### src/common/memsel_pkg.sv
// memsel_pkg: constants shared by the memory select decoder and its term matcher.
// assumes a 40 MHz core clock and an 8-bit register space behind a host bus.
`default_nettype none
package memsel_pkg;
    // clock and standby timing
    localparam int CLK_PERIOD_NS = 25; // core clock period
    localparam int STANDBY_NS = 70; // quiet time before standby
    localparam int STANDBY_CYC = (STANDBY_NS + CLK_PERIOD_NS - 1) / CLK_PERIOD_NS;
    localparam logic [1:0] STANDBY_LAST = 2'(STANDBY_CYC - 1);
    // decode key: page bits above a 16-bit address
    localparam int ADDR_W = 16;
    localparam int PAGE_W = 8;
    localparam int KEY_W = ADDR_W + PAGE_W;
    localparam int TERMS = 3; // product terms per select
    // select numbering inside the decode array
    localparam int SEL_PRIM = 0; // eight primary sectors
    localparam int SEL_SEC = 8; // four secondary sectors
    localparam int SEL_SRAM = 12;
    localparam int SEL_CONFIG_REGISTER_SPACE = 13;
    localparam int SEL_JTAG = 14;
    localparam int SEL_PERI = 15; // two peripheral selects
    localparam int SEL_CNT = 17;
    localparam int TBL_W = SEL_CNT * TERMS * KEY_W;
    // synchronised pin vector layout
    localparam int P_ADDR = 0; // 20 address pins
    localparam int P_DATA = 20; // 8 data pins
    localparam int P_WR = 28; // control line 0, write, low
    localparam int P_RD = 29; // control line 1, read, low
    localparam int P_PROGRAM_SPACE_STROBE = 30; // control line 2, program, low
    localparam int P_SPLIT = 31; // separate space mode pin
    localparam int P_RST = 32;
    localparam int P_PDN = 33;
    localparam int P_PA = 34;
    localparam int P_PB = 42;
    localparam int P_PC = 50;
    localparam int P_PF = 58;
    localparam int P_PD = 66; // four port d inputs
    localparam int PIN_W = 70;
    localparam int SPLIT_SHIFT = 4; // A19-A4 in separate space mode
    localparam int PLD_W = 82;
    // register offsets inside the configuration space
    localparam logic [7:0] OFS_PM0 = 8'hb0;
    localparam logic [7:0] OFS_PM2 = 8'hb4;
    localparam logic [7:0] OFS_PAGE = 8'he0;
    localparam logic [7:0] OFS_VM = 8'he2;
    localparam logic [7:0] OFS_ID0 = 8'hf0;
    localparam logic [7:0] OFS_ID1 = 8'hf1;
    // space mapping register bits
    localparam int VM_SRAM_PS = 0;
    localparam int VM_SEC_PS = 1;
    localparam int VM_PRIM_PS = 2;
    localparam int VM_SEC_DS = 3;
    localparam int VM_PRIM_DS = 4;
    localparam logic [7:0] VM_INIT_DEF = 8'h0c;
    localparam int PM0_TURBO = 3;
    localparam int PM2_BLK_W = 5; // cntl0..2, reset, powerdown
    localparam logic [7:0] PM0_RST = 8'h00;
    localparam logic [7:0] PM2_RST = 8'h00;
    localparam logic [7:0] PAGE_RST = 8'h00;
    // arbitrary memory configuration codes
    localparam logic [7:0] ID0_DEF = 8'h5a;
    localparam logic [7:0] ID1_DEF = 8'h3c;
    // default decode: primary 0, secondary 0, sram and config space
    localparam logic [KEY_W-1:0] FS0_VAL = 24'h008000;
    localparam logic [KEY_W-1:0] FS0_MSK = 24'h00c000;
    localparam logic [KEY_W-1:0] SB0_VAL = 24'h008000;
    localparam logic [KEY_W-1:0] SB0_MSK = 24'h00e000;
    localparam logic [KEY_W-1:0] RS_VAL = 24'h008000;
    localparam logic [KEY_W-1:0] RS_MSK = 24'h00f800;
    localparam logic [KEY_W-1:0] IO_VAL = 24'h000200;
    localparam logic [KEY_W-1:0] IO_MSK = 24'h00ff00;

    // builds the default term table, term 0 of each listed select
    function automatic logic [TBL_W-1:0] memsel_def_tbl(input logic get_mask);
        logic [TBL_W-1:0] v;
        v = '0;
        v[SEL_PRIM*TERMS*KEY_W +: KEY_W] = get_mask ? FS0_MSK : FS0_VAL;
        v[SEL_SEC*TERMS*KEY_W +: KEY_W] = get_mask ? SB0_MSK : SB0_VAL;
        v[SEL_SRAM*TERMS*KEY_W +: KEY_W] = get_mask ? RS_MSK : RS_VAL;
        v[SEL_CONFIG_REGISTER_SPACE*TERMS*KEY_W +: KEY_W] = get_mask ? IO_MSK : IO_VAL;
        return v;
    endfunction : memsel_def_tbl

    localparam logic [TBL_W-1:0] DEF_TERM_VAL = memsel_def_tbl(1'b0);
    localparam logic [TBL_W-1:0] DEF_TERM_MSK = memsel_def_tbl(1'b1);
    localparam logic [SEL_CNT*TERMS-1:0] DEF_TERM_EN = 51'h0_0090_0100_0001;
endpackage : memsel_pkg
`default_nettype wire

### src/memsel_decoder.sv
// memsel_decoder: select decoder, page and mapping registers, pld input bus.
// assumes host pins are asynchronous to clk_in and a single 40 MHz clock.
`default_nettype none
`timescale 1ns/10ps
module memsel_decoder
    import memsel_pkg::*;
#(
    parameter logic [TBL_W-1:0] TERM_VAL = DEF_TERM_VAL,
    parameter logic [TBL_W-1:0] TERM_MSK = DEF_TERM_MSK,
    parameter logic [SEL_CNT*TERMS-1:0] TERM_EN = DEF_TERM_EN,
    parameter logic [7:0] VM_INIT = VM_INIT_DEF,
    parameter logic [7:0] ID0_VAL = ID0_DEF, // arbitrary value
    parameter logic [7:0] ID1_VAL = ID1_DEF // arbitrary value
) (
    input wire logic clk_in,
    input wire logic nrst_in,
    input wire logic [19:0] addr_in,
    input wire logic [7:0] data_in,
    output logic [7:0] data_out,
    output logic data_oe_n_out,
    input wire logic host_control_line_0_in,
    input wire logic host_control_line_1_in,
    input wire logic host_control_line_2_in,
    input wire logic split_space_in,
    input wire logic pld_reset_in,
    input wire logic powerdown_input_in,
    input wire logic [7:0] port_a_in,
    input wire logic [7:0] port_b_in,
    input wire logic [7:0] port_c_in,
    input wire logic [3:0] port_d_in,
    input wire logic [7:0] port_f_in,
    input wire logic [15:0] macrocell_fb_in,
    input wire logic flash_ready_in,
    output logic [7:0] primary_sector_selects_out,
    output logic [3:0] secondary_sector_selects_out,
    output logic sram_select_out,
    output logic config_select_out,
    output logic jtag_select_out,
    output logic [1:0] periph_selects_out,
    output logic [7:0] page_bits_out,
    output logic [PLD_W-1:0] pld_input_bus_out,
    output logic pld_standby_out
);

    // all state of the decoder
    typedef struct packed {
        logic [PIN_W-1:0] s1; // first synchroniser stage
        logic [PIN_W-1:0] s2; // second stage
        logic [PIN_W-1:0] s3; // third stage
        logic [PIN_W-1:0] pin; // accepted pin levels
        logic [7:0] page; // memory page register
        logic [7:0] vm; // space mapping register
        logic [7:0] pm0; // power management 0
        logic [7:0] pm2; // power management 2
        logic wr_prev; // last accepted write strobe
        logic [7:0] prim; // primary sector selects
        logic [3:0] sec; // secondary sector selects
        logic sram; // sram select
        logic config_register_space; // config space select
        logic jtag; // jtag select
        logic [1:0] peri; // peripheral selects
        logic [PLD_W-1:0] pld; // pld input bus
        logic [7:0] dout; // read data
        logic doe_n; // data drive enable, low drives
        logic [1:0] idle; // quiet cycles seen
        logic standby; // pld standby
    } memsel_state_t;

    memsel_state_t state_ff; // registered state
    memsel_state_t nxt_state; // next state
    logic [PIN_W-1:0] pins_raw; // asynchronous pins gathered
    logic [ADDR_W-1:0] dec_addr; // address used by decode
    logic [SEL_CNT-1:0] raw_sel; // unqualified select terms
    logic [PLD_W-1:0] pld_nxt; // freshly built pld bus
    logic [7:0] prim_q; // qualified primary selects
    logic [3:0] sec_q; // qualified secondary selects
    logic sram_q; // qualified sram select
    logic config_register_space_q; // qualified config select
    logic jtag_q; // qualified jtag select
    logic [1:0] peri_q; // qualified peripheral selects
    logic lvl1; // any level one target hit
    logic lvl2; // any secondary target hit
    logic wr_act; // write strobe asserted
    logic rd_act; // read strobe asserted
    logic ps_act; // program strobe asserted
    logic data_act; // data space access
    logic split; // separate space mode
    logic [7:0] ofs; // offset in config space
    logic reg_wr; // register write this cycle
    logic [7:0] rd_data; // read mux output
    logic rd_hit; // offset is a readable register
    logic [2:0] cntl_gated; // control lines past blocking
    logic rst_gated; // reset past blocking
    logic pdn_gated; // powerdown past blocking
    logic changed; // pld bus differs from last
    logic [PIN_W-1:0] agree; // stages two and three equal

    // gather every asynchronous pin into one vector
    assign pins_raw = {port_d_in, port_f_in, port_c_in, port_b_in, port_a_in,
                       powerdown_input_in, pld_reset_in, split_space_in,
                       host_control_line_2_in, host_control_line_1_in,
                       host_control_line_0_in, data_in, addr_in};

    // accepted pin state only moves when the late stages agree
    assign agree = ~(state_ff.s2 ^ state_ff.s3);

    // separate space mode takes the upper address window
    assign split = state_ff.pin[P_SPLIT];
    assign dec_addr = split ? state_ff.pin[P_ADDR + SPLIT_SHIFT +: ADDR_W]
                            : state_ff.pin[P_ADDR +: ADDR_W];

    // decode array: each select is up to three product terms
    for (genvar s = 0; s < SEL_CNT; s++) begin : g_sel
        memsel_term_match #(
            .N_TERMS(TERMS),
            .W(KEY_W),
            .VAL(TERM_VAL[s*TERMS*KEY_W +: TERMS*KEY_W]),
            .MSK(TERM_MSK[s*TERMS*KEY_W +: TERMS*KEY_W]),
            .EN(TERM_EN[s*TERMS +: TERMS])
        ) u_match (
            .key_in({state_ff.page, dec_addr}),
            .hit_out(raw_sel[s])
        );
    end

    // qualification by host strobes and the space mapping register
    always_comb begin
        wr_act = ~state_ff.pin[P_WR];
        rd_act = ~state_ff.pin[P_RD];
        ps_act = ~state_ff.pin[P_PROGRAM_SPACE_STROBE];
        data_act = rd_act | wr_act;
        if (split) begin
            // program fetch and data read each see their own memories
            prim_q = raw_sel[SEL_PRIM +: 8] & {8{(ps_act & state_ff.vm[VM_PRIM_PS]) |
                     (data_act & state_ff.vm[VM_PRIM_DS])}};
            sec_q = raw_sel[SEL_SEC +: 4] & {4{(ps_act & state_ff.vm[VM_SEC_PS]) |
                    (data_act & state_ff.vm[VM_SEC_DS])}};
            sram_q = raw_sel[SEL_SRAM] &
                     (data_act | (ps_act & state_ff.vm[VM_SRAM_PS]));
            config_register_space_q = raw_sel[SEL_CONFIG_REGISTER_SPACE] & data_act;
            peri_q = raw_sel[SEL_PERI +: 2] & {2{data_act}};
        end else begin
            // combined space: decode stands on address alone
            prim_q = raw_sel[SEL_PRIM +: 8];
            sec_q = raw_sel[SEL_SEC +: 4];
            sram_q = raw_sel[SEL_SRAM];
            config_register_space_q = raw_sel[SEL_CONFIG_REGISTER_SPACE];
            peri_q = raw_sel[SEL_PERI +: 2];
        end
        jtag_q = raw_sel[SEL_JTAG];
        // level one: sram, config io, peripheral io
        lvl1 = sram_q | config_register_space_q | (|peri_q);
        // level two: secondary flash
        lvl2 = |sec_q;
        // lower levels drop out under a higher hit
        sec_q = lvl1 ? '0 : sec_q;
        prim_q = (lvl1 | lvl2) ? '0 : prim_q;
    end

    // register access inside the configuration space
    always_comb begin
        ofs = state_ff.pin[P_ADDR +: 8];
        // a write lands on the rising edge of the write strobe
        reg_wr = ~state_ff.wr_prev & state_ff.pin[P_WR] & raw_sel[SEL_CONFIG_REGISTER_SPACE];
        rd_hit = 1'b1;
        unique case (ofs)
            OFS_PAGE: rd_data = state_ff.page;
            OFS_VM: rd_data = state_ff.vm;
            OFS_PM0: rd_data = state_ff.pm0;
            OFS_PM2: rd_data = state_ff.pm2;
            OFS_ID0: rd_data = ID0_VAL;
            OFS_ID1: rd_data = ID1_VAL;
            default: begin
                // unmapped offset: nothing answers
                rd_data = '0;
                rd_hit = 1'b0;
            end
        endcase
    end

    // pld input bus with blocking of control lines
    always_comb begin
        cntl_gated = state_ff.pin[P_WR +: 3] & ~state_ff.pm2[2:0];
        rst_gated = state_ff.pin[P_RST] & ~state_ff.pm2[3];
        pdn_gated = state_ff.pin[P_PDN] & ~state_ff.pm2[PM2_BLK_W-1];
        pld_nxt = {flash_ready_in, macrocell_fb_in, state_ff.page,
                   state_ff.pin[P_PD +: 4], state_ff.pin[P_PF +: 8],
                   state_ff.pin[P_PC +: 8], state_ff.pin[P_PB +: 8],
                   state_ff.pin[P_PA +: 8], pdn_gated, rst_gated,
                   cntl_gated, dec_addr};
        changed = (pld_nxt != state_ff.pld);
    end

    // next state
    always_comb begin
        nxt_state = state_ff;
        // three-stage pin synchroniser
        nxt_state.s1 = pins_raw;
        nxt_state.s2 = state_ff.s1;
        nxt_state.s3 = state_ff.s2;
        nxt_state.pin = (state_ff.s3 & agree) | (state_ff.pin & ~agree);
        nxt_state.wr_prev = state_ff.pin[P_WR];
        // host writes to the configuration registers
        if (reg_wr) begin
            unique case (ofs)
                OFS_PAGE: nxt_state.page = state_ff.pin[P_DATA +: 8];
                OFS_VM: nxt_state.vm = state_ff.pin[P_DATA +: 8];
                OFS_PM0: nxt_state.pm0 = state_ff.pin[P_DATA +: 8];
                OFS_PM2: nxt_state.pm2 = state_ff.pin[P_DATA +: 8];
                default: begin
                    // ids and unmapped offsets ignore writes
                end
            endcase
        end
        // data drive only for a mapped register read; a frozen config select
        // that is low must not be contradicted by the drive
        if (rd_act & config_register_space_q & rd_hit & (~state_ff.standby | state_ff.config_register_space)) begin
            nxt_state.dout = rd_data;
            nxt_state.doe_n = 1'b0;
        end else begin
            nxt_state.dout = '0;
            nxt_state.doe_n = 1'b1;
        end
        // standby handling of the pld outputs
        if (state_ff.standby) begin
            // asleep: outputs hold, a change wakes the array
            if (changed) begin
                nxt_state.standby = 1'b0;
                nxt_state.idle = '0;
            end
        end else begin
            // awake: outputs follow the decode
            nxt_state.pld = pld_nxt;
            nxt_state.prim = prim_q;
            nxt_state.sec = sec_q;
            nxt_state.sram = sram_q;
            nxt_state.config_register_space = config_register_space_q;
            nxt_state.jtag = jtag_q;
            nxt_state.peri = peri_q;
            if (changed | state_ff.pm0[PM0_TURBO]) begin
                nxt_state.idle = '0;
            end else if (state_ff.idle == STANDBY_LAST) begin
                nxt_state.standby = 1'b1;
            end else begin
                nxt_state.idle = state_ff.idle + 2'h1;
            end
        end
    end

    // state register
    always_ff @(posedge clk_in or negedge nrst_in) begin
        if (!nrst_in) begin
            state_ff <= '0;
            state_ff.s1 <= '1;
            state_ff.s2 <= '1;
            state_ff.s3 <= '1;
            state_ff.pin <= '1;
            state_ff.wr_prev <= 1'b1;
            state_ff.page <= PAGE_RST;
            state_ff.vm <= VM_INIT;
            state_ff.pm0 <= PM0_RST;
            state_ff.pm2 <= PM2_RST;
            state_ff.doe_n <= 1'b1;
        end else begin
            state_ff <= nxt_state;
        end
    end

    // outputs straight from the state register
    assign primary_sector_selects_out = state_ff.prim;
    assign secondary_sector_selects_out = state_ff.sec;
    assign sram_select_out = state_ff.sram;
    assign config_select_out = state_ff.config_register_space;
    assign jtag_select_out = state_ff.jtag;
    assign periph_selects_out = state_ff.peri;
    assign page_bits_out = state_ff.page;
    assign pld_input_bus_out = state_ff.pld;
    assign pld_standby_out = state_ff.standby;
    assign data_out = state_ff.dout;
    assign data_oe_n_out = state_ff.doe_n;
endmodule : memsel_decoder
`default_nettype wire

### src/memsel_term_match.sv
// memsel_term_match: one decode select built as an or of product terms.
// assumes key and table come from the same clock domain; purely combinational.
`default_nettype none
`timescale 1ns/10ps
module memsel_term_match
    import memsel_pkg::*;
#(
    parameter int N_TERMS = TERMS,
    parameter int W = KEY_W,
    parameter logic [N_TERMS*W-1:0] VAL = '0,
    parameter logic [N_TERMS*W-1:0] MSK = '0,
    parameter logic [N_TERMS-1:0] EN = '0
) (
    input wire logic [W-1:0] key_in,
    output logic hit_out
);
    logic [N_TERMS-1:0] term_hit; // per product term match

    // each enabled term compares the masked key with its value
    for (genvar t = 0; t < N_TERMS; t++) begin : g_term
        assign term_hit[t] = EN[t] &
            ((key_in & MSK[t*W +: W]) == (VAL[t*W +: W] & MSK[t*W +: W]));
    end

    // the select is the sum of its terms
    assign hit_out = |term_hit;
endmodule : memsel_term_match
`default_nettype wire
### config.mk
export PLATFORM = sky130hd
export DESIGN_NAME = memsel_decoder
export DESIGN_NICKNAME = d
export VERILOG_FILES = /design/src/common/memsel_pkg.sv /design/src/memsel_decoder.sv /design/src/memsel_term_match.sv
export SDC_FILE = /design/constraint.sdc
export NUM_CORES = 1
export LEC_CHECK = 0
export BUFFER_PORTS_ARGS = -buffer_cell sky130_fd_sc_hd__buf_2
export CAP_MARGIN = 20
export CORE_MARGIN = 4
export CORE_UTILIZATION = 59
export CTS_BUF_LIST = sky130_fd_sc_hd__clkbuf_2
export CTS_CLUSTER_DIAMETER = 80
export DETAILED_ROUTE_END_ITERATION = 12
export PLACE_DENSITY = 0.81
export SKIP_LAST_GASP = 1
export SYNTH_ARGS = -nofsm -noshare
export SYNTH_HDL_FRONTEND = slang
export SYNTH_SLANG_ARGS = --single-unit
### constraint.sdc
create_clock -name clk_in -period 2.8 [get_ports clk_in]
set_clock_uncertainty 0.05 [all_clocks]
set_input_delay 0.56 -clock clk_in [delete_from_list [all_inputs] [get_ports clk_in]]
set_output_delay 0.56 -clock clk_in [all_outputs]
set_load 0.02 [all_outputs]
### Word-level counts from Yosys, hierarchy flattened

Cells that the tools add are included.
W data, S select, Z words.

* flip-flop bits (word level): 421
* logic and storage cells: 95
* bits of input ports: 89
* output and inout bits: 117

* reductions and logical operators: 7
* equal/unequal tests: 14
* mux-type cells: 16
* bitwise operators: 39
* add/sub/neg operators: 1

Operators with widths (count)
* $and A70 B70 Y70: 2
* $not A70 Y70: 2
* $ne A82 B82 Y1: 1
* $or A70 B70 Y70: 1
* $xor A70 B70 Y70: 1
* $eq A8 B8 Y1 const B: 6
* $pmux W8 S6: 1
* $mux W16: 1
* $mux W8: 2
* $and A1 B1 Y1: 14
* $reduce_and A2 Y1: 5
* $mux W9: 1
* $and A1 B8 Y8: 1
* $eq A8 B2 Y1 const B: 1
* $mux W4: 2
* $or A1 B1 Y1: 8
* $not A1 Y1: 7
* $mux W3: 2
* $reduce_or A6 Y1: 1
* $eq A5 B5 Y1 const B: 1
* $mux W1: 5
* $and A1 B4 Y4: 1
* $eq A2 B2 Y1 const B: 2
* $mux W2: 2
* other kinds (7): 7

### Logic depth before layout (Yosys ltp)

Gate-level depths: netlist of the first run.

* depth after elaboration: 9
* mapped depth: 8

### Cells and area by module

From an unflattened synthesis of the first run, not the netlist that was laid out.

* cells, all modules: 1020
* area, all modules: 15976.6 µm²

By module, submodules not included
* memsel_decoder: sequential area each 10965.5 µm², area an instance 15765.1 µm², times used 1, cells an instance 987
* memsel_term_match (g_sel[10].u_match ...): sequential area each 0.0 µm², area an instance 11.3 µm², times used 13, cells an instance 2
* memsel_term_match (g_sel[13].u_match): sequential area each 0.0 µm², area an instance 20.0 µm², times used 1, cells an instance 3
* memsel_term_match (g_sel[12].u_match): sequential area each 0.0 µm², area an instance 18.8 µm², times used 1, cells an instance 2
* memsel_term_match (g_sel[0].u_match): sequential area each 0.0 µm², area an instance 13.8 µm², times used 1, cells an instance 1
* memsel_term_match (g_sel[8].u_match): sequential area each 0.0 µm², area an instance 12.5 µm², times used 1, cells an instance 1

### Worst setup path before layout of the first run

Ideal clock, no wire load.

* path kind: reg-to-reg
* start: register with a tool-made name
* end: register state_ff[120] in the netlist's numbering
* path slack: 0.535 ns
* cell stages (with the launch flop): 7
* data arrival time: 2.091 ns
* setup time: 0.125 ns
* path through: dfstp_2 nand3b_1 or3b_2 nor3_4 nand3_2 nor2_4 mux2_2

RTL lines
* end signal: assignment: line memsel_decoder.sv:265 `state_ff <= nxt_state;`
* end: declaration: line memsel_decoder.sv:69 `memsel_state_t state_ff;`

==> impl_metrics.csv, run 1 <==
group,metric,value,unit
global_routing,grt_pass1_vias,9350,
place,pre_cts_ws,236,ps
global_routing,overflow,0,
floorplan,fp.dieH,170,um
logic_synthesis,synth_edf_count,0,
layout,final_cells,1681,
sta,period_needed,2580,ps
layout,layout-drive-gt1-share,0.583,
floorplan,rows,58,
place,hpwl,19.8,mm
logic_synthesis,synth_area,15400,sq um
logic_synthesis,synth_cells,987,
floorplan,ios,206,
global_routing,grt_first_pass_wirelength,48.8,mm
sta,drv_slew,0,
logic_synthesis,ys_warn_count,0,
worst_setup_path,crit_path_max_fanout,11,
cts,cts_tree,"yes",
sta,finalWorstSetupSlack,216,ps
logic_synthesis,synth_cell_types,49,
global_routing,antenna_found_initial,1,
place,placed_cells,1405,
route,viasPerCell,5.05,
cts,path_clk_slew,100,ps
outcome,status,"finished clean",
logic_synthesis,ys.flop_type,"dfstp_2",
place,portBuffers,192,
cts,clockBufferDepth,3,
worst_setup_path,cp_cell_sequence,"mux2i_1 > nand2_1 > nor4_4 > nand3_2 > nor2_4 > mux2_2",
worst_setup_path,worstReg2RegEnd,"page_bits_out[2]",
power,ir_worst_vdd,0.383,mV
sta,worstMarginPinSlew,709,ps
sta,fmax,0.387,GHz
sta,finalCritPeriodShare,0.923,
worst_setup_path,reg2reg_slack,220,ps
cts,cts_buffers,99,
global_routing,grt_start_max_net_pins,77,
sta,hold_violations,0,
logic_synthesis,async_flop_share,1.00,
worst_setup_path,crit_arrival,3320,ps
floorplan,dieArea,28800,sq um
place,routabilityCongestion,0.832,
worst_setup_path,ff2ff_path_depth,6,
cts,cts.sinks,411,
logic_synthesis,synth_seq_cells,411,
worst_setup_path,critPathMaxStageDelay,680,ps
layout,area_growth,16.3,%
worst_setup_path,crit_required,3530,ps
floorplan,die_w,170,um
sta,holdWs,125,ps
sta,slew_headroom,0.526,
route,detail-route-antenna-nets,0,
sta,fin_setup_tns,0,ps
power,power_density,658,nW/um^2
logic_synthesis,yosysSeqAreaShare,0.689,
hold_path,hold_path.class,"input pin to async pin",
logic_synthesis,syn_area_per_cell,15.6,sq um
layout,final_core_util,0.704,
global_routing,grt_usage,0.214,
place,placed_cell_area,16100,sq um
power,total_power,11.8,mW
route,dr.pass1.iters,5,
route,drt_iter0_drc,336,
cts,cts-htree-levels,3,
cts,clock_latency,910,ps
cts,cts-root-buf,"clkbuf_2",
worst_setup_path,critPathKind,"flip-flop to flip-flop",
floorplan,initial_core_util,0.606,
route,routed_wl,30.3,mm
sta,rsz0062_at_grt,"no",
route,num_vias,8493,
route,drc,0,
worst_setup_path,cp-start-kind,"flip-flop",
layout,stdcell_area,17900,sq um
layout,final_net_count,1355,
worst_setup_path,critPathSlowestCell,"dfstp_2",
sta,setup_viol,0,
route,wire_per_inst,18.0,um
power,leakage,7.89,nW
run,drv_cap,0,
floorplan,core,25500,sq um
worst_setup_path,cp-end-kind,"flip-flop",
[layout make-up]
cell class / count / area [sq um]
Antenna cell: 2 / 5.00
Clock buffer: 162 / 811
Clock inverter: 23 / 114
Fill cell: 1673 / 7530
Inverter: 22 / 82.6
Multi-Input combinational cell: 433 / 3810
Sequential cell: 411 / 10600
Tap cell: 330 / 413
Timing Repair Buffer: 298 / 2060
[repair_timing]
action / in CTS / in global routing
buffers inserted: 1 / 0
hold buffers: 88 / 0
resized for setup: 0 / 0
endpoints found under the hold margin: 252 / 0
endpoints found under the setup margin: 1 / 0
[worst max-delay path by stage]
stage	end	from	slack (ps)	cells past startpoint
4_1_cts	pld_standby_out	pld_standby_out	210	1
3_3_place_gp	page_bits_out[4]	flip-flop	340	6
3_5_place_dp	state_ff[124]	flip-flop	240	6
2_1_floorplan	state_ff[120]	flip-flop	530	6
5_1_grt	state_ff[129]	flip-flop	60	5
6_report	page_bits_out[2]	flip-flop	220	6
[report_power, final]
group | internal, mW | switching (mW) | total (mW) | leakage (nW)
Combinational | 0.536 | 0.616 | 1.15 | 2.59
Sequential | 6.51 | 0.327 | 6.84 | 4.59
Clock | 1.53 | 2.29 | 3.82 | 0.715
Total | 8.58 | 3.23 | 11.8 | 7.89
[cells in the final DEF (no fill, tap or decap), drive strengths merged, types with 9 or more instances in the layout]
master / instances
inv: 23
xor2: 23
nor3: 9
maj3: 70
dlygate4sd3: 88
nand2: 14
conb: 13
mux2: 110
xnor2: 59
a21oi: 10
clkinv: 19
nor4: 13
nor2: 21
dfrtp: 127
nand4: 12
dfstp: 284
mux2i: 30
clkbuf: 162
o21ai: 9
buf: 210
[cell families (layout without fill, tap and decap cells)]
group / Yosys count / after routing / synth area share
DFF: 411 / 411 / 0.689
buffers and inverters: 155 / 505 / 0.0665
muxes: 140 / 140 / 0.0997
and+or+nand+nor: 86 / 86 / 0.0331
xor gates and xnor gates: 82 / 82 / 0.0465
adders and majority gates: 71 / 71 / 0.0462
AOI/OAI and AO/OA: 41 / 41 / 0.0184
other: 1 / 15 / 0.000243
[cell usage after synthesis, types with 12 or more instances]
master	count	area, sq um
maj3_1	70	701
nand2_1	14	52.6
nor4_1	12	75.1
xor2_1	23	201
xnor2_1	59	517
nor2_1	19	71.3
mux2i_1	30	300
buf_4	113	848
inv_1	22	82.6
mux2_2	110	1240
dfstp_2	284	7460
clkbuf_1	13	48.8
dfrtp_1	127	3180
[worst max-delay path: cells and delay by family (launching register included)]
| family | cells | cell delay (ps) |
|---|---|---|
| DFF | 1 | 680 |
| muxes | 2 | 740 |
| and+or+nand+nor | 4 | 1020 |
[metal layers]
layer | global-route usage | part of all wire | vias to the layer above
li1 | - | - | 3855
met1 | 0.281 | 0.42 | 4335
met2 | 0.351 | 0.50 | 240
met3 | 0.0510 | 0.055 | 63
met4 | 0.0816 | 0.023 | 0
met5 | 0 | 0 | -
(Power assumes the default switching activity.)
==> run 2, diff against run 1 <==
--- a/config.mk
+++ b/config.mk
@@ -5,14 +5,15 @@
 export SDC_FILE = /design/constraint.sdc
 export NUM_CORES = 1
 export LEC_CHECK = 0
-export BUFFER_PORTS_ARGS = -buffer_cell sky130_fd_sc_hd__buf_2
+export ABC_AREA = 1
+export BUFFER_PORTS_ARGS = -buffer_cell sky130_fd_sc_hd__buf_4
 export CAP_MARGIN = 20
 export CORE_MARGIN = 4
-export CORE_UTILIZATION = 59
+export CORE_UTILIZATION = 60
 export CTS_BUF_LIST = sky130_fd_sc_hd__clkbuf_2
 export CTS_CLUSTER_DIAMETER = 80
 export DETAILED_ROUTE_END_ITERATION = 12
-export PLACE_DENSITY = 0.81
+export PLACE_DENSITY = 0.82
 export SKIP_LAST_GASP = 1
 export SYNTH_ARGS = -nofsm -noshare
 export SYNTH_HDL_FRONTEND = slang
==> run 2 against run 1 <==
Worst hold slack gained 15 ps. Total power grew 1.7%. Routed wire length grew 7.7%. Clock power grew 2%. Final cell count grew 25%. Combinational power grew 14%. Largest power group unchanged.
==> impl_metrics.csv, run 2 <==
group,metric,value,unit
outcome,status,"finished clean",
logic_synthesis,synth_edf_count,0,
sta,rsz0062_at_grt,"no",
logic_synthesis,synth.largest_area_cell,"dfstp_2",
worst_setup_path,cp-start-kind,"flip-flop",
sta,fin_setup_tns,0,ps
cts,clockBufferDepth,3,
route,viasPerCell,4.94,
worst_setup_path,worstReg2RegEnd,"page_bits_out[0]",
power,leakage,8.76,nW
route,drt_iter0_drc,648,
route,wire_per_inst,15.5,um
logic_synthesis,yosys-top-cells-area,"dfstp_2 47%, dfrtp_1 20%, nand2_1 9.4%",
cts,cts_buffers,97,
global_routing,grt_start_max_net_pins,93,
layout,final_common_cell,"nand2_1",
logic_synthesis,synth.most_common_cell,"nand2_1",
layout,area_growth,18.5,%
cts,cts-htree-levels,3,
logic_synthesis,synthTopCellsByCount,"397 x nand2_1, 284 x dfstp_2, 139 x inv_1",
place,routabilityCongestion,0.856,
layout,final_cell_mix,"397 x nand2_1, 284 x dfstp_2, 199 x buf_4, 150 x clkbuf_2, 139 x inv_1",
worst_setup_path,crit_required,2190,ps
cts,cts_tree,"yes",
global_routing,antenna_found_initial,2,
floorplan,core,26000,sq um
logic_synthesis,synth_area,15800,sq um
floorplan,ios,206,
worst_setup_path,ff2ff_path_depth,7,
floorplan,dieArea,29000,sq um
sta,period_needed,2570,ps
logic_synthesis,synth_cells,1423,
global_routing,grt_first_pass_wirelength,53.1,mm
cts,clock_latency,880,ps
logic_synthesis,synth_seq_cells,411,
run,drv_cap,0,
hold_path,hold_path.class,"input pin to async pin",
cts,path_clk_slew,110,ps
logic_synthesis,synth_top_family_by_area,"simple AND/OR/NAND/NOR gates",
sta,finalCritPeriodShare,0.917,
global_routing,grt_pass1_vias,10700,
logic_synthesis,syn_area_per_cell,11.1,sq um
logic_synthesis,synth-compound-area-share,0.0431,
route,drc,0,
logic_synthesis,synth_cell_types,38,
sta,slew_headroom,0.538,
sta,fmax,0.389,GHz
layout,final_net_count,1778,
power,power_density,642,nW/um^2
worst_setup_path,crit_path_max_fanout,37,
place,hpwl,22.0,mm
logic_synthesis,synth_mux_area_frac,0,
logic_synthesis,ys_warn_count,0,
place,portBuffers,192,
sta,drv_slew,0,
worst_setup_path,cp-end-kind,"output pin",
cts,post_cts_buffers,0,
logic_synthesis,async_flop_share,1.00,
sta,setup_viol,0,
logic_synthesis,yosys.area_share.simple,0.130,
layout,layout-drive-gt1-share,0.375,
route,routed_wl,32.6,mm
logic_synthesis,yosysSeqAreaShare,0.674,
logic_synthesis,synth_top_area_share,0.473,
floorplan,die_w,170,um
route,dr.pass1.iters,5,
worst_setup_path,critPathKind,"flip-flop to output pin",
route,detail-route-antenna-nets,0,
floorplan,initial_core_util,0.608,
logic_synthesis,synth_fa_ha_area_frac,0.0452,
power,ir_worst_vdd,0.469,mV
worst_setup_path,crit_arrival,1960,ps
worst_setup_path,reg2reg_slack,380,ps
logic_synthesis,ys.flop_type,"dfstp_2",
global_routing,grt_usage,0.229,
floorplan,fp.dieH,170,um
sta,worstMarginPinSlew,693,ps
cts,cts.sinks,411,
floorplan,rows,59,
route,num_vias,10400,
sta,hold_violations,0,
global_routing,overflow,0,
cts,cts-root-buf,"clkbuf_2",
logic_synthesis,synth_xor_area_frac,0.0128,
layout,final_core_util,0.720,
run 2: cell count changes in the layout (fill, tap and decap cells not counted), sizes merged, moves of 20 or more:
| cell | before | now |
|---|---|---|
| nor2 | 21 | 64 |
| xor2 | 23 | 3 |
| xnor2 | 59 | 20 |
| mux2 | 110 | 0 |
| mux2i | 30 | 0 |
| nand2 | 14 | 399 |
| inv | 23 | 141 |
| o21ai | 9 | 110 |
run 2: layout make-up:
type	count	area [sq um]
diodes	2	5.00
clock buffers	150	751
clock inverters	28	185
fillers	1826	7280
inverters	140	526
multi-input cells	745	3690
flip-flops and latches	411	10600
well taps	335	419
repair buffers	293	2480
run 2: what timing repair did:
| action | in CTS | in global routing |
|---|---|---|
| resized for setup | 0 | 1 |
| endpoints found under the setup margin | 0 | 1 |
| endpoints found under the hold margin | 211 | 0 |
| hold buffers | 88 | 0 |
run 2: cells by family after synthesis:
logic type | Yosys count
XOR/XNOR | 23
buffers and inverters | 279
adder cells (fa/ha/maj) | 71
AO/OA/AOI/OAI | 129
other | 1
AND/OR/NAND/NOR | 509
flip-flops | 411
run 2: routing by layer:
metal / part of all wire / global-route usage
met5: 0 / 0
met4: 0.018 / 0.0719
met3: 0.080 / 0.0664
met2: 0.49 / 0.372
met1: 0.41 / 0.303
run 2: how the worst max path moves through the flow:
stage	endpoint	start	slack (ps)	cells past startpoint
2_1_floorplan	page_bits_out[5]	flip-flop	790	12
3_5_place_dp	page_bits_out[0]	flip-flop	450	7
6_report	pld_standby_out	pld_standby_out	230	2
5_1_grt	pld_standby_out	pld_standby_out	30	2
3_3_place_gp	page_bits_out[7]	flip-flop	540	7
4_1_cts	pld_standby_out	pld_standby_out	40	2
run 2: per-stage QoR:
stage | cell area [sq um] | hold slack [ps] | worst slack, ps | cells | total power, mW
floorplan | 15800 | 214 | 786 | 1435 | 7.63
global placement | 16900 | 296 | 540 | 1836 | 8.03
detailed placement | 16900 | 297 | 454 | 1836 | 8.10
CTS | 18700 | 63.3 | 44.4 | 2102 | 12.2
global route | 18700 | 59.9 | 34.9 | 2104 | 12.7
finish | 18700 | 140 | 231 | 2104 | 12.0
run 2: power breakdown:
group	total, mW	switching, mW	leakage [nW]	internal (mW)
Combinational	1.31	0.740	3.46	0.567
Clock	3.90	2.28	0.708	1.62
Sequential	6.80	0.291	4.59	6.51
Total	12.0	3.31	8.76	8.69
run 2: critical path: stages (launching register included):
cell and delay, ps:
dfrtp_4 630, buf_6 300, buf_4 190
